<file path="src/logic/acs_pkg.sv">
// shared constants, types and states of the converter control block
package acs_pkg;
	// system clock rate
	localparam int unsigned CLK_HZ = 50_000_000;
	localparam int unsigned CLK_NS = 20;
	// internal oscillator rates for the two notch settings
	localparam int unsigned FOSC_60_HZ = 153_600;
	localparam int unsigned FOSC_50_HZ = 128_000;
	// oscillator ticks per first-null period
	localparam int unsigned NOTCH_DIV = 2560;
	// clock cycles per oscillator tick, rounded down
	localparam int unsigned DIV_60 = CLK_HZ / FOSC_60_HZ;
	localparam int unsigned DIV_50 = CLK_HZ / FOSC_50_HZ;
	// power-on reset time and its cycle count, rounded up
	localparam int unsigned POR_TIME_NS = 500_000;
	localparam int unsigned POR_CYC = (POR_TIME_NS + CLK_NS - 1) / CLK_NS;
	// slowest detectable external clock and its timeout in cycles
	localparam int unsigned EXT_MIN_HZ = 2560;
	localparam int unsigned EXT_TIMEOUT_CYC = CLK_HZ / EXT_MIN_HZ;
	// half period of the internally made serial clock, in cycles
	localparam int unsigned SCK_HALF_CYC = 25;
	// conversion length and calibration slice, in oscillator ticks
	localparam int unsigned CONV_TICKS = NOTCH_DIV;
	localparam int unsigned CAL_TICKS = 256;
	// frame layout
	localparam int unsigned FRAME_BITS = 32;
	localparam int unsigned RESULT_BITS = 24;
	localparam int unsigned SUB_BITS = 5;
	localparam int unsigned EOC_POS = 31;
	localparam int unsigned FILL_POS = 30;
	localparam int unsigned SIGN_POS = 29;
	localparam int unsigned MSB_POS = 28;
	localparam int unsigned RES_LSB = 5;
	// fifo depth
	localparam int unsigned FIFO_DEPTH = 8;
	// one finished conversion from the filter
	typedef struct packed {
		logic over;
		logic under;
		logic sign;
		logic [RESULT_BITS-1:0] result;
		logic [SUB_BITS-1:0] sub;
	} acs_word_s;
	// converter cycle states
	typedef enum logic [1:0] {
		ACS_CONV,
		ACS_SLEEP,
		ACS_OUT
	} acs_state_e;
endpackage : acs_pkg

</file>
<file path="src/logic/acs_top.sv">
// conversion cycle control, result fifo and serial frame output
// Functional notes
// - notch high: internal oscillator, 50Hz null or dual
// - notch low: internal oscillator, 60Hz or dual
// - external notch clock drives conversion ticks
// - cycle conversion, sleep, output; start converting
// - after conversion sleep while select high
// - sleep holds result in shift register
// - select low shifts current result, no latency
// - data changes falling edge, host samples rising
// - output ends at 32 bits or select high
// - modes chosen by pin timing only
// - calibration inside every conversion, timing unchanged
// - low supply holds internal reset
// - power-on reset clears registers, then convert
// - frame: 3 status, 24 result, 5 sub
// - bits three and four flag range errors
// - first bit is active-low conversion done
// - done flag shown while select low
// - second bit filler, always low
// - third bit is input polarity
// - select high: output off, clock ignored
// - overrange both high, underrange both low
// - 32nd falling edge drives output high
// - select rise during output aborts, converts
`timescale 1ns/1ps
// word fifo between filter and frame logic
module acs_fifo #(
	parameter int unsigned W = 32,
	parameter int unsigned DEPTH = 8
) (
	input wire logic clk_i,
	input wire logic rst_b_i,
	input wire logic in_valid_i,
	input wire logic [W-1:0] in_data_i,
	output logic in_ready_o,
	output logic out_valid_o,
	output logic [W-1:0] out_data_o,
	input wire logic out_ready_i
);
	import acs_pkg::*;
	localparam int unsigned AW = $clog2(DEPTH);
	// whole fifo state
	typedef struct packed {
		logic [DEPTH-1:0][W-1:0] mem;
		logic [AW:0] wr;
		logic [AW:0] rd;
	} acs_fifo_s;
	acs_fifo_s r, n;
	logic [AW:0] fill;
	logic push;
	logic pop;

	// fill level and handshakes
	always_comb begin
		fill = r.wr - r.rd;
		in_ready_o = (fill != (AW+1)'(DEPTH));
		out_valid_o = (fill != '0);
		out_data_o = r.mem[r.rd[AW-1:0]];
		push = in_valid_i & in_ready_o;
		pop = out_valid_o & out_ready_i;
		n = r;
		// write side
		if (push) begin
			n.mem[r.wr[AW-1:0]] = in_data_i;
			n.wr = r.wr + 1'b1;
		end
		// read side
		if (pop) begin
			n.rd = r.rd + 1'b1;
		end
	end

	// state register
	always_ff @(posedge clk_i or negedge rst_b_i) begin
		if (!rst_b_i) begin
			r <= '0;
		end else begin
			r <= n;
		end
	end
endmodule : acs_fifo

// converter control and serial interface
module acs_top #(
	parameter int unsigned POR_CYCLES = acs_pkg::POR_CYC,
	parameter int unsigned EXT_TIMEOUT = acs_pkg::EXT_TIMEOUT_CYC,
	parameter int unsigned CONV_LEN = acs_pkg::CONV_TICKS,
	parameter int unsigned CAL_LEN = acs_pkg::CAL_TICKS,
	parameter int unsigned SCK_HALF = acs_pkg::SCK_HALF_CYC,
	parameter int unsigned DIV_DUAL = acs_pkg::DIV_60,
	parameter bit DUAL_NOTCH = 1'b0
) (
	input wire logic clk_i,
	input wire logic rst_b_i,
	input wire logic supply_low_i,
	input wire logic notch_select_input_i,
	input wire logic cs_b_i,
	input wire logic sck_i,
	output logic sck_o,
	output logic sck_oe_o,
	output logic sdo_o,
	output logic sdo_oe_o,
	input wire logic word_valid_i,
	input wire acs_pkg::acs_word_s word_i,
	output logic word_ready_o,
	output logic sys_tick_o,
	output logic notch_ext_o,
	output logic notch_50_o,
	output logic cal_o,
	output logic sleep_o,
	output logic por_o
);
	import acs_pkg::*;
	localparam int unsigned WW = $bits(acs_word_s);
	// whole control state
	typedef struct packed {
		logic [2:0] cs_sy;
		logic [2:0] sck_sy;
		logic [2:0] f0_sy;
		logic [1:0] bo_sy;
		acs_state_e st;
		logic por_busy;
		logic [19:0] por_cnt;
		logic ext_mode;
		logic [19:0] ext_cnt;
		logic [9:0] div_cnt;
		logic [15:0] conv_cnt;
		logic [FRAME_BITS-1:0] shreg;
		logic [5:0] bit_cnt;
		logic int_sck;
		logic sck_q;
		logic [9:0] sck_div;
		logic sdo;
	} acs_ctl_s;
	acs_ctl_s r, n;
	// fifo read side
	logic f_valid;
	logic f_ready;
	logic [WW-1:0] f_data;
	// decoded pin events
	logic cs_low;
	logic cs_fall;
	logic cs_rise;
	logic sck_fall_ext;
	logic f0_rise;
	logic tick;
	logic conv_done;
	logic [9:0] div_sel;
	logic shift;

	// pack a finished word into a frame
	function automatic logic [FRAME_BITS-1:0] build_frame(input acs_word_s w);
		logic [FRAME_BITS-1:0] f;
		f = '0;
		f[EOC_POS] = 1'b0;
		f[FILL_POS] = 1'b0;
		f[SIGN_POS] = w.sign;
		f[MSB_POS -: RESULT_BITS] = w.result;
		f[SUB_BITS-1:0] = w.sub;
		// range codes on third and fourth bits
		if (w.over) begin
			f[SIGN_POS] = 1'b1;
			f[MSB_POS] = 1'b1;
		end else if (w.under) begin
			f[SIGN_POS] = 1'b0;
			f[MSB_POS] = 1'b0;
		end
		return f;
	endfunction : build_frame

	// results from the filter wait here
	acs_fifo #(
		.W(WW),
		.DEPTH(FIFO_DEPTH)
	) acs_fifo_inst (
		.clk_i(clk_i),
		.rst_b_i(rst_b_i),
		.in_valid_i(word_valid_i),
		.in_data_i(word_i),
		.in_ready_o(word_ready_o),
		.out_valid_o(f_valid),
		.out_data_o(f_data),
		.out_ready_i(f_ready)
	);

	// pin decode, all from second and third sync stages
	always_comb begin
		cs_low = ~r.cs_sy[1];
		cs_fall = r.cs_sy[2] & ~r.cs_sy[1];
		cs_rise = ~r.cs_sy[2] & r.cs_sy[1];
		sck_fall_ext = r.sck_sy[2] & ~r.sck_sy[1];
		f0_rise = ~r.f0_sy[2] & r.f0_sy[1];
		// oscillator divisor by notch level and variant
		if (DUAL_NOTCH) begin
			div_sel = 10'(DIV_DUAL);
		end else if (r.f0_sy[1]) begin
			div_sel = 10'(DIV_50);
		end else begin
			div_sel = 10'(DIV_60);
		end
		// tick from outside clock or internal divider
		tick = r.ext_mode ? f0_rise : (r.div_cnt == div_sel - 10'h001);
		conv_done = (r.conv_cnt >= 16'(CONV_LEN - 1));
		// shift edge: own falling clock or host falling clock
		if (r.int_sck) begin
			shift = (r.st == ACS_OUT) & r.sck_q & (r.sck_div == 10'(SCK_HALF - 1));
		end else begin
			shift = (r.st == ACS_OUT) & sck_fall_ext;
		end
		f_ready = (r.st == ACS_CONV) & conv_done & tick & ~r.por_busy;
	end

	// next state
	always_comb begin
		n = r;
		// two-stage synchronisers, plus edge stage on all but supply
		n.cs_sy = {r.cs_sy[1:0], cs_b_i};
		n.sck_sy = {r.sck_sy[1:0], sck_i};
		n.f0_sy = {r.f0_sy[1:0], notch_select_input_i};
		n.bo_sy = {r.bo_sy[0], supply_low_i};
		// external clock detect by edge spacing
		if (f0_rise) begin
			n.ext_cnt = '0;
			if (r.ext_cnt < 20'(EXT_TIMEOUT)) begin
				n.ext_mode = 1'b1;
			end
		end else if (r.ext_cnt >= 20'(EXT_TIMEOUT)) begin
			n.ext_mode = 1'b0;
		end else begin
			n.ext_cnt = r.ext_cnt + 20'h00001;
		end
		// internal oscillator divider
		if (r.ext_mode || r.div_cnt >= div_sel - 10'h001) begin
			n.div_cnt = '0;
		end else begin
			n.div_cnt = r.div_cnt + 10'h001;
		end
		// serial clock mode sampled on select fall
		if (cs_fall) begin
			n.int_sck = r.sck_sy[1];
		end
		unique case (r.st)
			// conversion with calibration slice at its end
			ACS_CONV: begin
				n.bit_cnt = '0;
				n.sck_q = 1'b0;
				n.sck_div = '0;
				if (tick && !conv_done) begin
					n.conv_cnt = r.conv_cnt + 16'h0001;
				end
				if (f_ready && f_valid) begin
					n.shreg = build_frame(acs_word_s'(f_data));
					n.st = ACS_SLEEP;
				end
			end
			// hold result until select goes low
			ACS_SLEEP: begin
				if (cs_low) begin
					n.st = ACS_OUT;
				end
			end
			// shift frame out
			ACS_OUT: begin
				// own serial clock generator
				if (r.int_sck) begin
					if (r.sck_div == 10'(SCK_HALF - 1)) begin
						n.sck_div = '0;
						n.sck_q = ~r.sck_q;
					end else begin
						n.sck_div = r.sck_div + 10'h001;
					end
				end
				if (shift) begin
					n.shreg = {r.shreg[FRAME_BITS-2:0], 1'b1};
					n.bit_cnt = r.bit_cnt + 6'h01;
				end
				if (cs_rise) begin
					n.st = ACS_CONV;
					n.conv_cnt = '0;
				end else if (shift && r.bit_cnt == 6'(FRAME_BITS - 1)) begin
					n.st = ACS_CONV;
					n.conv_cnt = '0;
				end
			end
		endcase
		// supply drop or power-on reset holds the cycle state and shifter cleared
		if (r.bo_sy[1]) begin
			n.por_busy = 1'b1;
			n.por_cnt = '0;
		end else if (r.por_busy) begin
			if (r.por_cnt >= 20'(POR_CYCLES - 1)) begin
				n.por_busy = 1'b0;
				n.int_sck = r.sck_sy[1];
			end else begin
				n.por_cnt = r.por_cnt + 20'h00001;
			end
		end
		if (r.bo_sy[1] || r.por_busy) begin
			n.st = ACS_CONV;
			n.conv_cnt = '0;
			n.shreg = '0;
			n.bit_cnt = '0;
			n.sck_q = 1'b0;
			n.sck_div = '0;
		end
		// registered output level: frame bit or done flag
		n.sdo = (n.st == ACS_OUT) ? n.shreg[EOC_POS] : (n.st == ACS_CONV);
	end

	// state register
	always_ff @(posedge clk_i or negedge rst_b_i) begin
		if (!rst_b_i) begin
			r <= '0;
			r.cs_sy <= 3'h7;
			r.sck_sy <= 3'h7;
			r.st <= ACS_CONV;
			r.por_busy <= 1'b1;
			r.sdo <= 1'b1;
			r.ext_cnt <= 20'(EXT_TIMEOUT); // no earlier edge, first rise is no clock
		end else begin
			r <= n;
		end
	end

	// pin and status outputs
	always_comb begin
		sdo_o = r.sdo;
		sdo_oe_o = cs_low;
		sck_o = r.sck_q;
		sck_oe_o = r.int_sck & cs_low & (r.st == ACS_OUT);
		sys_tick_o = tick;
		notch_ext_o = r.ext_mode;
		notch_50_o = ~r.ext_mode & r.f0_sy[1] & ~DUAL_NOTCH;
		cal_o = (r.st == ACS_CONV) & ~r.por_busy & (r.conv_cnt >= 16'(CONV_LEN - CAL_LEN));
		sleep_o = (r.st == ACS_SLEEP) & ~cs_low;
		por_o = r.por_busy;
	end
endmodule : acs_top

</file>
<file path="config.mk">
export PLATFORM = sky130hd
export DESIGN_NAME = acs_top
export DESIGN_NICKNAME = d
export VERILOG_FILES = /design/src/logic/acs_pkg.sv /design/src/logic/acs_top.sv
export SDC_FILE = /design/constraint.sdc
export NUM_CORES = 1
export LEC_CHECK = 0
export BUFFER_PORTS_ARGS = -buffer_cell sky130_fd_sc_hd__buf_2
export CORE_ASPECT_RATIO = 1.25
export CORE_MARGIN = 4
export CORE_UTILIZATION = 50
export DETAILED_ROUTE_END_ITERATION = 10
export HOLD_SLACK_MARGIN = 0.06
export MAX_ROUTING_LAYER = met4
export PLACE_DENSITY = 0.69
export REMOVE_ABC_BUFFERS = 1
export SYNTH_ARGS = -nofsm -noshare
export SYNTH_HDL_FRONTEND = slang
export SYNTH_SLANG_ARGS = --single-unit
export TNS_END_PERCENT = 1
</file>
<file path="constraint.sdc">
create_clock -name clk_i -period 3.35 [get_ports clk_i]
set_clock_uncertainty 0.2 [all_clocks]
set_input_delay 0.335 -clock clk_i [delete_from_list [all_inputs] [get_ports clk_i]]
set_output_delay 0.335 -clock clk_i [all_outputs]
set_load 0.01 [all_outputs]
</file>
# After elaboration in Yosys (flattened, before gate mapping)
# Index checks and enable logic that the tools add are counted.
[totals]
ff_bits = 396
in_bits = 39
output_inout_bits = 11
elab_cells = 150
[op_classes]
n_addsub = 10
magnitude_cmp = 9
n_eq_ne = 16
mux = 42
bitwise = 25
reduce_logical = 20
[ops]
columns = ["operator", "n"]
rows = [
  ["256-bit bitwise mux", 1],
  ["54-bit one-hot mux with 2 select lines", 1],
  ["32-bit binary-select mux with 3-bit select", 1],
  ["32-bit demux with 3-bit select", 1],
  ["32-bit 2-to-1 mux", 3],
  ["21-bit 2-to-1 mux", 3],
  ["54-bit 2-to-1 mux", 1],
  ["16-bit 2-to-1 mux", 3],
  ["20-bit by 1-bit adder with 20-bit output, second input constant", 2],
  ["20-bit by 15-bit >= comparator with 1-bit output, second input constant", 2],
  ["20-bit 2-to-1 mux", 2],
  ["38-bit 2-to-1 mux", 1],
  ["16-bit by 12-bit >= comparator with 1-bit output, second input constant", 2],
  ["11-bit 2-to-1 mux", 2],
  ["11-bit one-hot mux with 2 select lines", 1],
  ["10-bit by 1-bit adder with 10-bit output, second input constant", 2],
  ["20-bit by 15-bit < comparator with 1-bit output, second input constant", 1],
  ["10-bit 2-to-1 mux", 2],
  ["1-bit AND", 18],
  ["16-bit by 1-bit adder with 16-bit output, second input constant", 1],
  ["2-bit 2-to-1 mux", 7],
  ["1-bit 2-to-1 mux", 11],
  ["10-bit == test", 1],
  ["10-bit by 5-bit == test with 1-bit output, second input constant", 1],
  ["28 further kinds", 52],
]

# Depth between registers and ports, before layout
[logic_depth]
word_depth = 12
mapped_depth = 13
mapped_depth_nobuf = 10

# Cells and area by module
# A second synthesis with hierarchy kept.
[hier_totals]
hier_cells = 1475
area_unflattened_um2 = 18758.0
[modules_own_cells]
columns = ["mod", "n_inst", "cells_per_inst", "area_each_um2", "seq_area_each_um2"]
rows = [
  ["acs_fifo", 1, 789, 12126.6, 6606.3],
  ["acs_top", 1, 686, 6631.4, 3321.9],
]

# Worst setup path before layout
# Ideal clock, no wire load.
[synth_path]
path_type = "reg-to-reg"
startpoint = "register acs_fifo_inst.r[2] (netlist name)"
endpoint = "register acs_fifo_inst.r[108] (netlist name)"
setup_ns = 0.128
arrival_time_ns = 3.130
slack_ns = -0.107
path_stages_with_launch = 13
n_path_buf = 4
period_less_slack_ns = 3.457
cell_sequence = "dfrtp_1 -> clkbuf_1 -> clkinv_1 -> clkbuf_1 -> ha_1 -> a21oi_1 -> nand2_1 -> xnor2_1 -> o31ai_4 -> or4_1 -> clkbuf_1 -> buf_2 -> mux2_1"
[synth_between]
elab_chain_cells = 3
[synth_rtl]
columns = ["element", "line", "source"]
rows = [
  ["from (decl)", "acs_top.sv:49", "acs_fifo_s r, n;"],
  ["from (signal assigned)", "acs_top.sv:79", "r <= n;"],
  ["4-bit subtractor", "acs_top.sv:56", "fill = r.wr - r.rd;"],
  ["4-bit != test", "acs_top.sv:57", "in_ready_o = (fill != (AW+1)'(DEPTH));"],
  ["1-bit AND", "acs_top.sv:60", "push = in_valid_i & in_ready_o;"],
]
# Every way passes these cells.
# A chain may end at the register's enable or synchronous reset.

# Worst setup path after layout
# Ends and elaborated chain as after synthesis.

==> results.sh <==
export IMPL_initial_utilization_pct=51.1
export IMPL_cp_startpoint="acs_fifo_inst.r[2]"
export IMPL_final_util_pct=58.7
export IMPL_clockBufferDepth=3
export IMPL_top_level_ports=50
export IMPL_routedWlPerCell_um=19.1
export IMPL_setup_tns_ps=0
export IMPL_hold_class="reg -> reg"
export IMPL_hp_start="n[124]"
export IMPL_dieArea_um2=39600
export IMPL_vias=11300
export IMPL_cts_hold_buf=38
export IMPL_p_per_area_nw_per_um2=739
export IMPL_cts_resized=0
export IMPL_dpl_instance_area_um2=19200
export IMPL_finalNonFillerCells=1972
export IMPL_num_antenna_cells=0
export IMPL_min_period_ps=3040
export IMPL_drt_initial_drc_count=570
export IMPL_outcome="complete, no violations"
export IMPL_htreeDepth=2
export IMPL_yosysSeqAreaShare_pct=54.5
export IMPL_antenna_found_initial=0
export IMPL_crit_buf_inv=2
export IMPL_slowest_delay_ps=590
export IMPL_p_leak_nw=9.04
export IMPL_synth_edf_count=0
export IMPL_peakVddDrop_uv=465
export IMPL_yosysWarnings=0
export IMPL_critical_path_top_delay_family="simple AND/OR/NAND/NOR gates"
export IMPL_fin_area_um2=20900
export IMPL_cp_required_ps=3570
export IMPL_clock_sinks=396
export IMPL_total_power_mw=15.5
export IMPL_syn_inst=1366
export IMPL_root_buffer="clkbuf_16"
export IMPL_path_max_fanout=21
export IMPL_r2r_start="acs_fifo_inst.r[2]"
export IMPL_yosys_area_top_type="dfrtp_1"
export IMPL_cts_tree="yes"
export IMPL_path_class="reg -> reg"
export IMPL_drive_gt1_share_pct=34.6
export IMPL_finalWirelength_um=37600
export IMPL_ys_top_cells_by_count="dfrtp_1 (381), mux2_2 (256), nand2_1 (86)"
export IMPL_place_congestion=0.792
export IMPL_syn_to_final_growth_pct=14.9
export IMPL_fp_dieW_um=179
export IMPL_port_buffers=49
export IMPL_setup_viol=0
export IMPL_synth_seq_cells=396
export IMPL_whs_ps=148
export IMPL_synth_most_common_cell="dfrtp_1"
export IMPL_clk_pin_slew_ps=60
export IMPL_drc_errors=0
export IMPL_synth_top_area_share_pct=52.3
export IMPL_post_cts_buffers=0
export IMPL_setup_ws_ps=307
export IMPL_finalMaxSlewViolations=0
export IMPL_final_net_count=1523
export IMPL_num_rows=77
export IMPL_ys_top_cells_by_area="dfrtp_1 (52%), mux2_2 (16%), mux4_2 (7.9%)"
export IMPL_fmax_mhz=329
export IMPL_tightest_slew_ps=1040
export IMPL_crit_path_end_kind="flip-flop"
export IMPL_synthDistinctLibCells=63
export IMPL_hpwl_um=22600
export IMPL_synth_async_reset_ratio_pct=100
export IMPL_critPathLaunchType="flip-flop"
export IMPL_synth_area_um2=18200
export IMPL_clock_latency_ps=540
export IMPL_finalCritPeriodShare_pct=90.8
export IMPL_grt_ovfl_total=0
export IMPL_grt_pass1_wl_um=63600
export IMPL_core_area_um2=35600
export IMPL_grt_pass1_vias=12100
export IMPL_dp_cells=1857
export IMPL_rsz0062_at_grt="no"
export IMPL_ant_nets=0
export IMPL_slew_headroom_pct=30.7
export IMPL_die_h_um=221
export IMPL_worst_ep_arrival_time_ps=3270
export IMPL_viasPerCell=5.73
export IMPL_synth_area_per_cell_um2=13.3
export IMPL_drv_cap=0
export IMPL_cts_made_buffers=42
export IMPL_grt_util_all_layers_pct=20.2
export IMPL_cp_cell_sequence="inv_2, ha_1, a21oi_1, nand2_1, xnor2_1, o31ai_4, or4_2, buf_4, mux2_1"
export IMPL_hold_violations=0
export IMPL_crit_slowest_cell="or4_2"
export IMPL_r2r_slack_ps=310
export IMPL_ys_flop_type="dfrtp_1"
export IMPL_dr_pass1_iters=4
export IMPL_grt_max_degree=81
export IMPL_post_place_ws_ps=315
## per-layer routing
metal | global-route usage (%) | part of all wire, %
met5 | - | 0
met4 | 4.53 | 1.8
met3 | 2.73 | 3.2
met2 | 33.1 | 50
met1 | 27.1 | 45
## sequential cells by signal, summed over array words and instances, names as in the netlist
signal	cells
n	7
sdo_o	1
por_o	1
r	121
notch_ext_o	1
acs_fifo_inst.r	264
sck_o	1
## logic make-up (layout without fill, tap and decap cells)
kind of cell             Yosys count  in the layout  synth area share [%]
AND/OR/NAND/NOR                  290            290                  7.90
adder cells (fa/ha/maj)           20             20                  1.36
multiplexers                     355            355                  25.7
buffers and inverters            100            232                  2.48
XOR/XNOR                          44             44                  2.12
AO/OA/AOI/OAI                    161            161                  5.95
flip-flops                       396            396                  54.5
## final cells by class
class	instances	area, µm²
fillers	2870	14700
multi-input cells	870	7900
flip-flops and latches	396	9930
repair buffers	128	1020
inverters	27	101
well taps	474	593
clock inverters	17	150
clock buffers	60	1240
## final timing paths
| path | endpoint | cells past startpoint |
|---|---|---|
| min reg2reg | n[125] | 0 |
| max in group asynchronous | r[87] | 3 |
| min in group asynchronous | n[124] | 2 |
| max reg2reg | acs_fifo_inst.r[108] | 9 |
| max | acs_fifo_inst.r[108] | 9 |
| min | n[125] | 0 |
## cell usage in the layout, fill, tap and decap left out, types with 4 or more instances in the layout
cell type      instances
and4_1                 6
dlygate4sd3_1         38
dfrtp_1              379
nor2b_1               16
nand2_1               85
nand4_1               14
a31oi_1                7
clkbuf_1               7
nor3_1                11
buf_2                 48
nand3_1               23
ha_1                  19
mux2_2               256
inv_1                 26
buf_12                 6
o21ai_0               58
nor2_1                78
xor2_1                27
and2_1                 7
a22o_1                30
clkbuf_16             43
mux2_1                 5
dfstp_2               15
o31ai_1               15
or3_1                  4
a21oi_1               18
buf_4                 35
nor4_1                 5
mux4_2                64
clkbuf_8              10
nand2b_1               7
and3_1                11
xnor2_1               17
mux2i_1               30
clkinv_2              10
## report_power, final
| part | switching [mW] | internal [mW] |
|---|---|---|
| registers | 0.773 | 6.42 |
| clock network | 1.90 | 2.74 |
| logic | 1.35 | 2.28 |
## worst register-to-register path: stages, from the launching register on
cell and delay, ps:
dfrtp_1 370, inv_2 50, ha_1 320, a21oi_1 160, nand2_1 90, xnor2_1 360
o31ai_4 140, or4_2 590, buf_4 280, mux2_1 360
No activity file was read; power rests on OpenSTA's default activity.
